**src/three_wire_register_port_consts.vh**
```
`ifndef THREE_WIRE_REGISTER_PORT_CONSTS_VH
`define THREE_WIRE_REGISTER_PORT_CONSTS_VH

// Frame geometry
`define FRAME_BITS 26
`define FRAME_CNT_W 5
`define DATA_HI 25
`define DATA_LO 10
`define ADDR_HI 9
`define ADDR_LO 5
`define OP_HI 4
`define OP_LO 3
`define SEL_HI 2
`define SEL_LO 0

// Operation codes
`define OP_WRITE 2'h0
`define OP_SET 2'h1
`define OP_CLEAR 2'h2
`define OP_READ 2'h3

// Register space
`define WORD_REGS 31
`define BYTE_REGS 256
`define ADDR_BYTE_SPACE 5'h00
`define ADDR_LEVEL_REG 5'h02
`define LEVEL_BIT 1
`define WORD_RST 16'h0000
`define LEVEL_REG_RST 16'h0002
`define BYTE_RST 8'h00

`endif

```
**src/three_wire_register_port.v**
```verilog
// Functional notes
// - Write, read request and readback frames are all exactly 26 bits.
// - All frames move most significant bit first, both directions.
// - Frame holds 16-bit data, then 5-bit address, operation code, select.
// - Address zero uses data low byte as subaddress into 256 byte registers.
// - Two-bit operation code picks write, set, clear or read; 00 writes.
// - Set operation forces to one the bits where data holds ones.
// - Clear operation forces to zero the bits where data holds ones.
// - Low three bits select the device; only own select code is acted on.
// - Readback frame uses write layout with data, address, read code, select.
// - Serial data is sampled on every rising serial clock edge of a write or read request frame.
// - Operation commits to the register on the rising enable strobe.
// - Device drives readback once host pulls enable low after the gap.
// - Readback level select bit resets to one, selecting the higher supply.
`timescale 1ns/10ps
`include "three_wire_register_port_consts.vh"

module three_wire_register_port #(
  parameter [2:0] SELECT_CODE = 3'h5 // Arbitrary value
) (
  input wire i_clk_sys,
  input wire i_sys_rst,
  input wire i_serial_clk,
  input wire i_serial_enable_strobe,
  input wire i_serial_data_in,
  output wire o_serial_data_out,
  output wire o_serial_data_oe,
  output wire o_readback_level_select,
  output wire o_commit_pulse,
  output wire o_discard_pulse
);

  // ----------------------------------------
  // Pin synchronisers
  // ----------------------------------------
  reg [2:0] sclk_q;
  reg [2:0] en_q;
  reg [1:0] sdi_q;

  always @(posedge i_clk_sys) begin
    if (i_sys_rst) begin
      sclk_q <= 3'h0;
      en_q <= 3'h7;
      sdi_q <= 2'h0;
    end else begin
      sclk_q <= {sclk_q[1:0], i_serial_clk};
      en_q <= {en_q[1:0], i_serial_enable_strobe};
      sdi_q <= {sdi_q[0], i_serial_data_in};
    end
  end

  wire sclk_rise = sclk_q[1] & ~sclk_q[2];
  wire sclk_fall = ~sclk_q[1] & sclk_q[2];
  wire en_low = ~en_q[1];
  wire en_rise = en_q[1] & ~en_q[2];
  wire en_fall = ~en_q[1] & en_q[2];

  // ----------------------------------------
  // Register storage
  // ----------------------------------------
  reg [15:0] word_mem [1:`WORD_REGS];
  reg [7:0] byte_mem [0:`BYTE_REGS-1];

  function [15:0] apply_op;
    input [1:0] op;
    input [15:0] old_val;
    input [15:0] val;
    begin
      case (op)
        `OP_WRITE: apply_op = val;
        `OP_SET: apply_op = old_val | val;
        `OP_CLEAR: apply_op = old_val & ~val;
        default: apply_op = old_val;
      endcase
    end
  endfunction

  // ----------------------------------------
  // Frame shifter and decode
  // ----------------------------------------
  reg [`FRAME_BITS-1:0] shift_q;
  reg [`FRAME_CNT_W-1:0] cnt_q;
  reg rb_pending_q;
  reg rb_active_q;
  reg [`FRAME_BITS-1:0] rb_shift_q;
  reg [`FRAME_CNT_W-1:0] rb_cnt_q;
  reg sdo_q;
  reg oe_q;
  reg commit_q;
  reg discard_q;
  reg rb_busy_q;

  wire [15:0] f_data = shift_q[`DATA_HI:`DATA_LO];
  wire [4:0] f_addr = shift_q[`ADDR_HI:`ADDR_LO];
  wire [1:0] f_op = shift_q[`OP_HI:`OP_LO];
  wire [2:0] f_sel = shift_q[`SEL_HI:`SEL_LO];
  wire [7:0] f_sub = f_data[7:0];
  wire [7:0] f_byte = f_data[15:8];
  wire is_byte = (f_addr == `ADDR_BYTE_SPACE);

  // Frame is good only with full length and own select code
  wire frame_ok = (cnt_q == `FRAME_BITS) && (f_sel == SELECT_CODE);
  wire do_commit = en_rise && !rb_busy_q && frame_ok;
  wire do_discard = en_rise && !rb_busy_q && !frame_ok;

  // Readback word, padding of request ignored
  wire [15:0] rd_val = is_byte ? {byte_mem[f_sub], f_sub} : word_mem[f_addr];
  wire [`FRAME_BITS-1:0] rb_frame = {rd_val, f_addr, `OP_READ, f_sel};

  // Byte registers keep only the low half of the operation result
  wire [15:0] byte_next = apply_op(f_op, {8'h00, byte_mem[f_sub]}, {8'h00, f_byte});

  always @(posedge i_clk_sys) begin
    if (i_sys_rst) begin
      shift_q <= {`FRAME_BITS{1'b0}};
      cnt_q <= {`FRAME_CNT_W{1'b0}};
    end else if (en_fall) begin
      cnt_q <= {`FRAME_CNT_W{1'b0}};
    end else if (en_low && !rb_busy_q && sclk_rise) begin
      shift_q <= {shift_q[`FRAME_BITS-2:0], sdi_q[1]};
      if (cnt_q != {`FRAME_CNT_W{1'b1}}) begin
        cnt_q <= cnt_q + 5'h01;
      end
    end
  end

  // ----------------------------------------
  // Register update
  // ----------------------------------------
  integer i;
  always @(posedge i_clk_sys) begin
    if (i_sys_rst) begin
      for (i = 1; i <= `WORD_REGS; i = i + 1) begin
        word_mem[i] <= `WORD_RST;
      end
      word_mem[`ADDR_LEVEL_REG] <= `LEVEL_REG_RST;
      for (i = 0; i < `BYTE_REGS; i = i + 1) begin
        byte_mem[i] <= `BYTE_RST;
      end
    end else if (do_commit && f_op != `OP_READ) begin
      if (is_byte) begin
        byte_mem[f_sub] <= byte_next[7:0];
      end else begin
        word_mem[f_addr] <= apply_op(f_op, word_mem[f_addr], f_data);
      end
    end
  end

  // ----------------------------------------
  // Readback sequencer
  // ----------------------------------------
  always @(posedge i_clk_sys) begin
    if (i_sys_rst) begin
      rb_pending_q <= 1'b0;
      rb_active_q <= 1'b0;
      rb_shift_q <= {`FRAME_BITS{1'b0}};
      rb_cnt_q <= {`FRAME_CNT_W{1'b0}};
      sdo_q <= 1'b0;
      oe_q <= 1'b0;
    end else if (rb_active_q) begin
      if (en_rise || rb_cnt_q == `FRAME_BITS) begin
        rb_active_q <= 1'b0;
        oe_q <= 1'b0;
        sdo_q <= 1'b0;
      end else begin
        if (sclk_rise) begin
          rb_cnt_q <= rb_cnt_q + 5'h01;
        end
        if (sclk_fall) begin
          rb_shift_q <= {rb_shift_q[`FRAME_BITS-2:0], 1'b0};
          sdo_q <= rb_shift_q[`FRAME_BITS-2];
        end
      end
    end else if (do_commit && f_op == `OP_READ) begin
      rb_pending_q <= 1'b1;
      rb_shift_q <= rb_frame;
    end else if (do_discard) begin
      rb_pending_q <= 1'b0;
    end else if (rb_pending_q && en_fall) begin
      // Host has let go of the line during the gap
      rb_pending_q <= 1'b0;
      rb_active_q <= 1'b1;
      rb_cnt_q <= {`FRAME_CNT_W{1'b0}};
      oe_q <= 1'b1;
      sdo_q <= rb_shift_q[`FRAME_BITS-1];
    end
  end

  // ----------------------------------------
  // Readback window ownership
  // ----------------------------------------
  // Closing strobe of a readback is no host frame
  always @(posedge i_clk_sys) begin
    if (i_sys_rst) begin
      rb_busy_q <= 1'b0;
    end else if (en_rise) begin
      rb_busy_q <= 1'b0;
    end else if (rb_pending_q && en_fall) begin
      rb_busy_q <= 1'b1;
    end
  end

  // ----------------------------------------
  // Status pulses
  // ----------------------------------------
  always @(posedge i_clk_sys) begin
    if (i_sys_rst) begin
      commit_q <= 1'b0;
      discard_q <= 1'b0;
    end else begin
      commit_q <= do_commit;
      discard_q <= do_discard;
    end
  end

  assign o_serial_data_out = sdo_q;
  assign o_serial_data_oe = oe_q;
  assign o_readback_level_select = word_mem[`ADDR_LEVEL_REG][`LEVEL_BIT];
  assign o_commit_pulse = commit_q;
  assign o_discard_pulse = discard_q;

endmodule // three_wire_register_port

```
**config.mk**
```make
export PLATFORM = sky130hd
export DESIGN_NAME = three_wire_register_port
export DESIGN_NICKNAME = d
export VERILOG_FILES = /design/src/three_wire_register_port.v
export VERILOG_INCLUDE_DIRS = /design/src
export SDC_FILE = /design/constraint.sdc
export NUM_CORES = 2
export LEC_CHECK = 0
export BUFFER_PORTS_ARGS = -buffer_cell sky130_fd_sc_hd__buf_2
export CAP_MARGIN = 20
export CORE_UTILIZATION = 49
export CTS_BUF_LIST = sky130_fd_sc_hd__clkbuf_8
export DETAILED_ROUTE_END_ITERATION = 8
export SLEW_MARGIN = 20
export SYNTH_ARGS = -nofsm -noshare
export SYNTH_HDL_FRONTEND = slang
export SYNTH_SLANG_ARGS = --single-unit
```
**constraint.sdc**
```tcl
create_clock -name i_clk_sys -period 4.1 [get_ports i_clk_sys]
set_clock_uncertainty 0.2 [all_clocks]
set_input_delay 0 -clock i_clk_sys [delete_from_list [all_inputs] [get_ports i_clk_sys]]
set_output_delay 0 -clock i_clk_sys [all_outputs]
set_load 0.05 [all_outputs]
```
### Word-level counts from Yosys, hierarchy flattened

Memories as Yosys holds them, arrays and structs flattened. A register that Yosys moved wholly into a read port is not among the register bits.
Index checks and enable logic that the tools add are counted.
Widths: inputs -> output; s select.

| word-level totals | value |
|---|---|
| memories kept | 2 |
| bits in writable memories | 2,544 |
| output and inout port bits | 5 |
| flip-flop bits (word level) | 77 |
| latch bits | 0 |
| ROM bits | 0 |

Memory list:

| memory | depth | width | read ports | clocked after Yosys merged registers in | write ports | RTL line | RTL |
|---|---|---|---|---|---|---|---|
| byte_mem | 256 | 8 | 1 | 1 | 256 | three_wire_register_port.v:62 | `` reg [7:0] byte_mem [0:`BYTE_REGS-1]; `` |
| word_mem | 31 | 16 | 2 | 1 | 31 | three_wire_register_port.v:61 | `` reg [15:0] word_mem [1:`WORD_REGS]; `` |

| operators by class | value |
|---|---|
| mux-type cells | 56 |
| reductions and logical operators | 28 |
| shifts and indexed selects | 0 |
| add/subtract/negate cells | 2 |
| multipliers | 0 |
| $lt $le $gt $ge | 0 |
| eq/ne operators | 15 |
| div/mod/pow operators | 0 |
| bitwise logic cells | 17 |

Operator list:

| cell | count |
|---|---|
| $mux 26 | 4 |
| $mux 16 | 6 |
| $pmux 16 s3 | 1 |
| $mux 5 | 9 |
| $mux 8 | 4 |
| $mux 1 | 31 |
| $pmux 8 s3 | 1 |
| $and 16x16->16 | 1 |
| $not 16->16 | 1 |
| $or 16x16->16 | 1 |
| $reduce_or 16->1 | 1 |
| $ne 2x2->1 const B | 6 |
| $add 5x1->5 const B | 2 |
| $eq 5x5->1 const B | 2 |
| $logic_and 1x1->1 | 9 |
| $and 8x8->8 | 1 |
| $not 8->8 | 1 |
| $or 8x8->8 | 1 |
| $reduce_and 4->1 | 2 |
| $reduce_or 8->1 | 1 |
| $not 1->1 | 6 |
| $reduce_and 2->1 | 3 |
| $logic_not 5->1 | 1 |
| $ne 5x5->1 const B | 1 |
| 15 further kinds | 22 |

### Logic depth before layout (Yosys ltp)

| logic depth | value |
|---|---|
| depth after elaboration | 10 |
| depth in mapped cells | 16 |
| gate-level depth less buffers | 10 |

### Worst setup path after synthesis

OpenSTA, ideal clock, no wires.

| timing | value |
|---|---|
| kind | register to register |
| start | reg with a tool-made name |
| end | mem word_mem[10][10], data pin |
| stages on the path, launching flop included | 9 |
| arrival | 3,005 ps |
| path slack | 629 ps |
| library setup time | 266 ps |
| path through | dfxtp_1 -> clkbuf_1 -> buf_1 -> mux4_2 -> mux4_2 -> mux2_2 -> a21oi_1 -> clkbuf_1 -> nor2_1 |

RTL lines:

| what | RTL line |
|---|---|
| end, declared | three_wire_register_port.v:61 |

==> impl_metrics.toml <==
[synthesis]
synth_edf_count = 2560
ys_types = 76
synth_top_family_by_area = "multiplexers"
synth_compound_area_frac = 0.0285
synth_cells = 8258
syn_area_per_cell_um2 = 14.1
synth_seq_area_share = 0.677
synthMuxAreaShare = 0.137
synth_adder_area_share = 0.000538
synthSimpleGateAreaFrac = 0.126
ys_warn_count = 0
synth_xor_area_frac = 0.000452
async_flop_share = 0
syn_area_um2 = 116000
ys_seq_elements = 2650
synth-main-ff-cell = "edfxtp_1"

[routing]
ant_nets = 0
dr.first_iter.drc_count = 10800
vias = 76500
drcViolationCount = 0
dr.pass1.iters = 8
totalWireLength_um = 375000
wl_per_cell_um = 29.8
vias_per_cell = 6.08

[die]
dieArea_um2 = 239000
die_h_um = 489
core-area_um2 = 236000
start_util = 0.494
die_x_um = 489
io_pins = 10
rows = 178

[placement]
gp_congestion = 0.941
hpwl_um = 239000
io_buffers = 9
place_area_um2 = 126000
preCtsSetupSlack_ps = -943
dp.cells = 11600

[worst_setup_path]
critPathCaptureType = "flip-flop"
cp.required_ps = 4720
crit_top_cell = "buf_12"
critPathSlowestCell = "mux4_2"
rrSetupSlack_ps = -230
r2r_cells = 14
r2r-end = "byte_mem[8][0]$_SDFFCE_PN0P_"
max_stage_delay_ps = 560
startpoint_type = "flip-flop"
crit_chain = "buf_8 > buf_12 > buf_8 > mux4_2 > mux4_2 > o211ai_1 > o221ai_2 > o221a_4 > a21oi_4 > buf_12 > buf_12 > buf_12 > buf_12 > nor2_1"
worstPathMaxFanout = 5
cp.arrival_ps = 4950
critical_path_class = "reg2reg"

[grt]
track_usage = 0.306
grt_pass1_vias = 73700
grt_pass1_wl_um = 523000
overflow = 0
grt_max_degree = 194
antenna_found_initial = 11

[final_layout]
drive_above_1_share = 0.247
nets = 9108
area_growth_pct = 17.9
final_cell_mix = "nor2_1 (2637), edfxtp_1 (2560), buf_4 (712)"
finalInstanceArea_um2 = 137000
layout_commonest_cell = "nor2_1"
stdcell_count = 12600

[sta]
period_share = 1.06
finalCriticalPeriod_ps = 4330
maxSlewViolCount = 0
final_hold_viol_count = 0
setup_viol = 1379
worst_slack_ps = -231
hold_ws_ps = 184
max_freq_ghz = 0.231
worstMarginPinSlew_ps = 1250
rsz0062_at_grt = "true"
relSlewSlack = 0.163

[status]
outcome = "finished with violations"
violations = "negative setup slack"

[clocking]
clock-root-buffer = "clkbuf_8"
cts-buffers-inserted = 444
clkTransAtPathRegs_ps = 70
clk_path_buf_depth = 4
htree_levels = 5
clkLatencyLatePin_ps = 1200
cts_num_sinks = 2650
cts_tree = "built"

[worst_hold_path]
hp-start = "i_sys_rst"
worstHoldPathCells = 5
min_path_type = "in2reg"
whs_endpoint = "o_discard_pulse$_SDFF_PP0_"

[job]
maxCapViolCount = 0

[power_and_ir_drop]
vdd.ir_drop.worst_v = 0.000295
power_density_nw_per_um2 = 394
leakagePower_uw = 0.0457
critical path, delay by kind of cell (launching register included):
kind            cells  cell delay [ps]
compound gates      4             1310
buf+inv             7              910
flops               1              430
mux                 2             1090
simple gates        1               40
cells by family (layout without fill, tap and decap cells):
| group | Yosys count | after routing |
|---|---|---|
| adder cells (fa/ha/maj) | 5 | 5 |
| AO/OA/AOI/OAI | 482 | 482 |
| flip-flops | 2650 | 2650 |
| XOR/XNOR | 6 | 6 |
| AND/OR/NAND/NOR | 3594 | 3594 |
| multiplexers | 844 | 844 |
| buffers and inverters | 676 | 1826 |
| other | 1 | 20 |
metrics by stage:
| step | utilization | setup TNS (ps) | total power [uW] |
|---|---|---|---|
| 2_1_floorplan | - | 0 | 32000 |
| 5_1_grt | 0.582 | -106160 | 55400 |
| 3_3_place_gp | 0.533 | -916530 | 32600 |
| 3_5_place_dp | 0.533 | -948320 | 32600 |
| 6_report | 0.582 | -102980 | 54000 |
| 4_1_cts | 0.575 | -180750 | 54100 |
layout make-up:
type	count	area [um2]
Multi-Input combinational cell	4947	35100
Antenna cell	4	10.0
Sequential cell	2650	78700
Inverter	45	169
Fill cell	18700	98600
Clock buffer	453	6230
Clock inverter	318	1710
Timing Repair Buffer	1010	11200
Tap cell	3150	3940
flip-flops by register name (all words and copies together) (netlist names), 2 cells and up, named ones only:
register and cells:
byte_mem 2048, cnt_q 5, en_q 3, rb_cnt_q 5, rb_shift_q 26, sclk_q 3
sdi_q 2, shift_q 26, word_mem 512
layer usage:
layer | track usage | up-vias | routed length (um)
met1 | 0.424 | 39000 | 141000
met5 | 0 | - | 34
met4 | 0.124 | 6 | 16100
met3 | 0.0705 | 760 | 45300
met2 | 0.470 | 4746 | 172000
li1 | - | 32000 | -
timing repair:
action | in CTS | in global routing
pin swaps | 16 | 30
hold endpoints to repair | 792 | 0
endpoints found under the setup margin | 2050 | 2065
gates resized for setup | 108 | 163
hold buffers | 11 | 0
setup buffers | 47 | 50
gates cloned | 23 | 31
Yosys cell counts, types with 9 or more instances:
library cell / instances / area share
a211oi_1: 29 / 0.0019
a21oi_1: 108 / 0.0046
a221oi_1: 25 / 0.0019
a22o_1: 16 / 0.0012
a22oi_1: 131 / 0.0085
a31oi_1: 13 / 0.00070
and2_1: 9 / 0.00048
buf_1: 32 / 0.0010
buf_2: 156 / 0.0067
buf_4: 161 / 0.010
buf_6: 34 / 0.0033
clkbuf_1: 246 / 0.0079
dfxtp_1: 90 / 0.015
edfxtp_1: 2560 / 0.66
inv_1: 44 / 0.0014
mux2_2: 18 / 0.0017
mux2i_1: 233 / 0.020
mux4_2: 593 / 0.11
nand2_1: 433 / 0.014
nand2b_1: 313 / 0.017
nand3_1: 47 / 0.0020
nand4_1: 18 / 0.00097
nor2_1: 2659 / 0.086
nor2b_1: 39 / 0.0021
nor3_1: 29 / 0.0012
o211ai_1: 17 / 0.0011
o21ai_0: 47 / 0.0020
o22ai_1: 34 / 0.0018
or2_2: 9 / 0.00048
how the worst max path moves through the flow:
| stage | from | cells past startpoint | to |
|---|---|---|---|
| after floorplan | flip-flop | 8 | word_mem[10][10]$_SDFFCE_PN0P_ |
| after global placement | flip-flop | 14 | byte_mem[100][6]$_SDFFCE_PN0P_ |
| after detailed placement | flip-flop | 14 | byte_mem[145][6]$_SDFFCE_PN0P_ |
| after CTS | flip-flop | 17 | byte_mem[134][4]$_SDFFCE_PN0P_ |
| after global routing | flip-flop | 17 | byte_mem[126][0]$_SDFFCE_PN0P_ |
| final | flip-flop | 14 | byte_mem[8][0]$_SDFFCE_PN0P_ |
power breakdown:
group | total (uW) | leakage (uW) | internal [uW] | switching (uW)
Clock | 21900 | 0.00458 | 11100 | 10700
Combinational | 1410 | 0.0139 | 466 | 939
Sequential | 30700 | 0.0272 | 30500 | 248
Total | 54000 | 0.0457 | 42000 | 11900
Note: power is estimated with default switching activity, not from simulation.
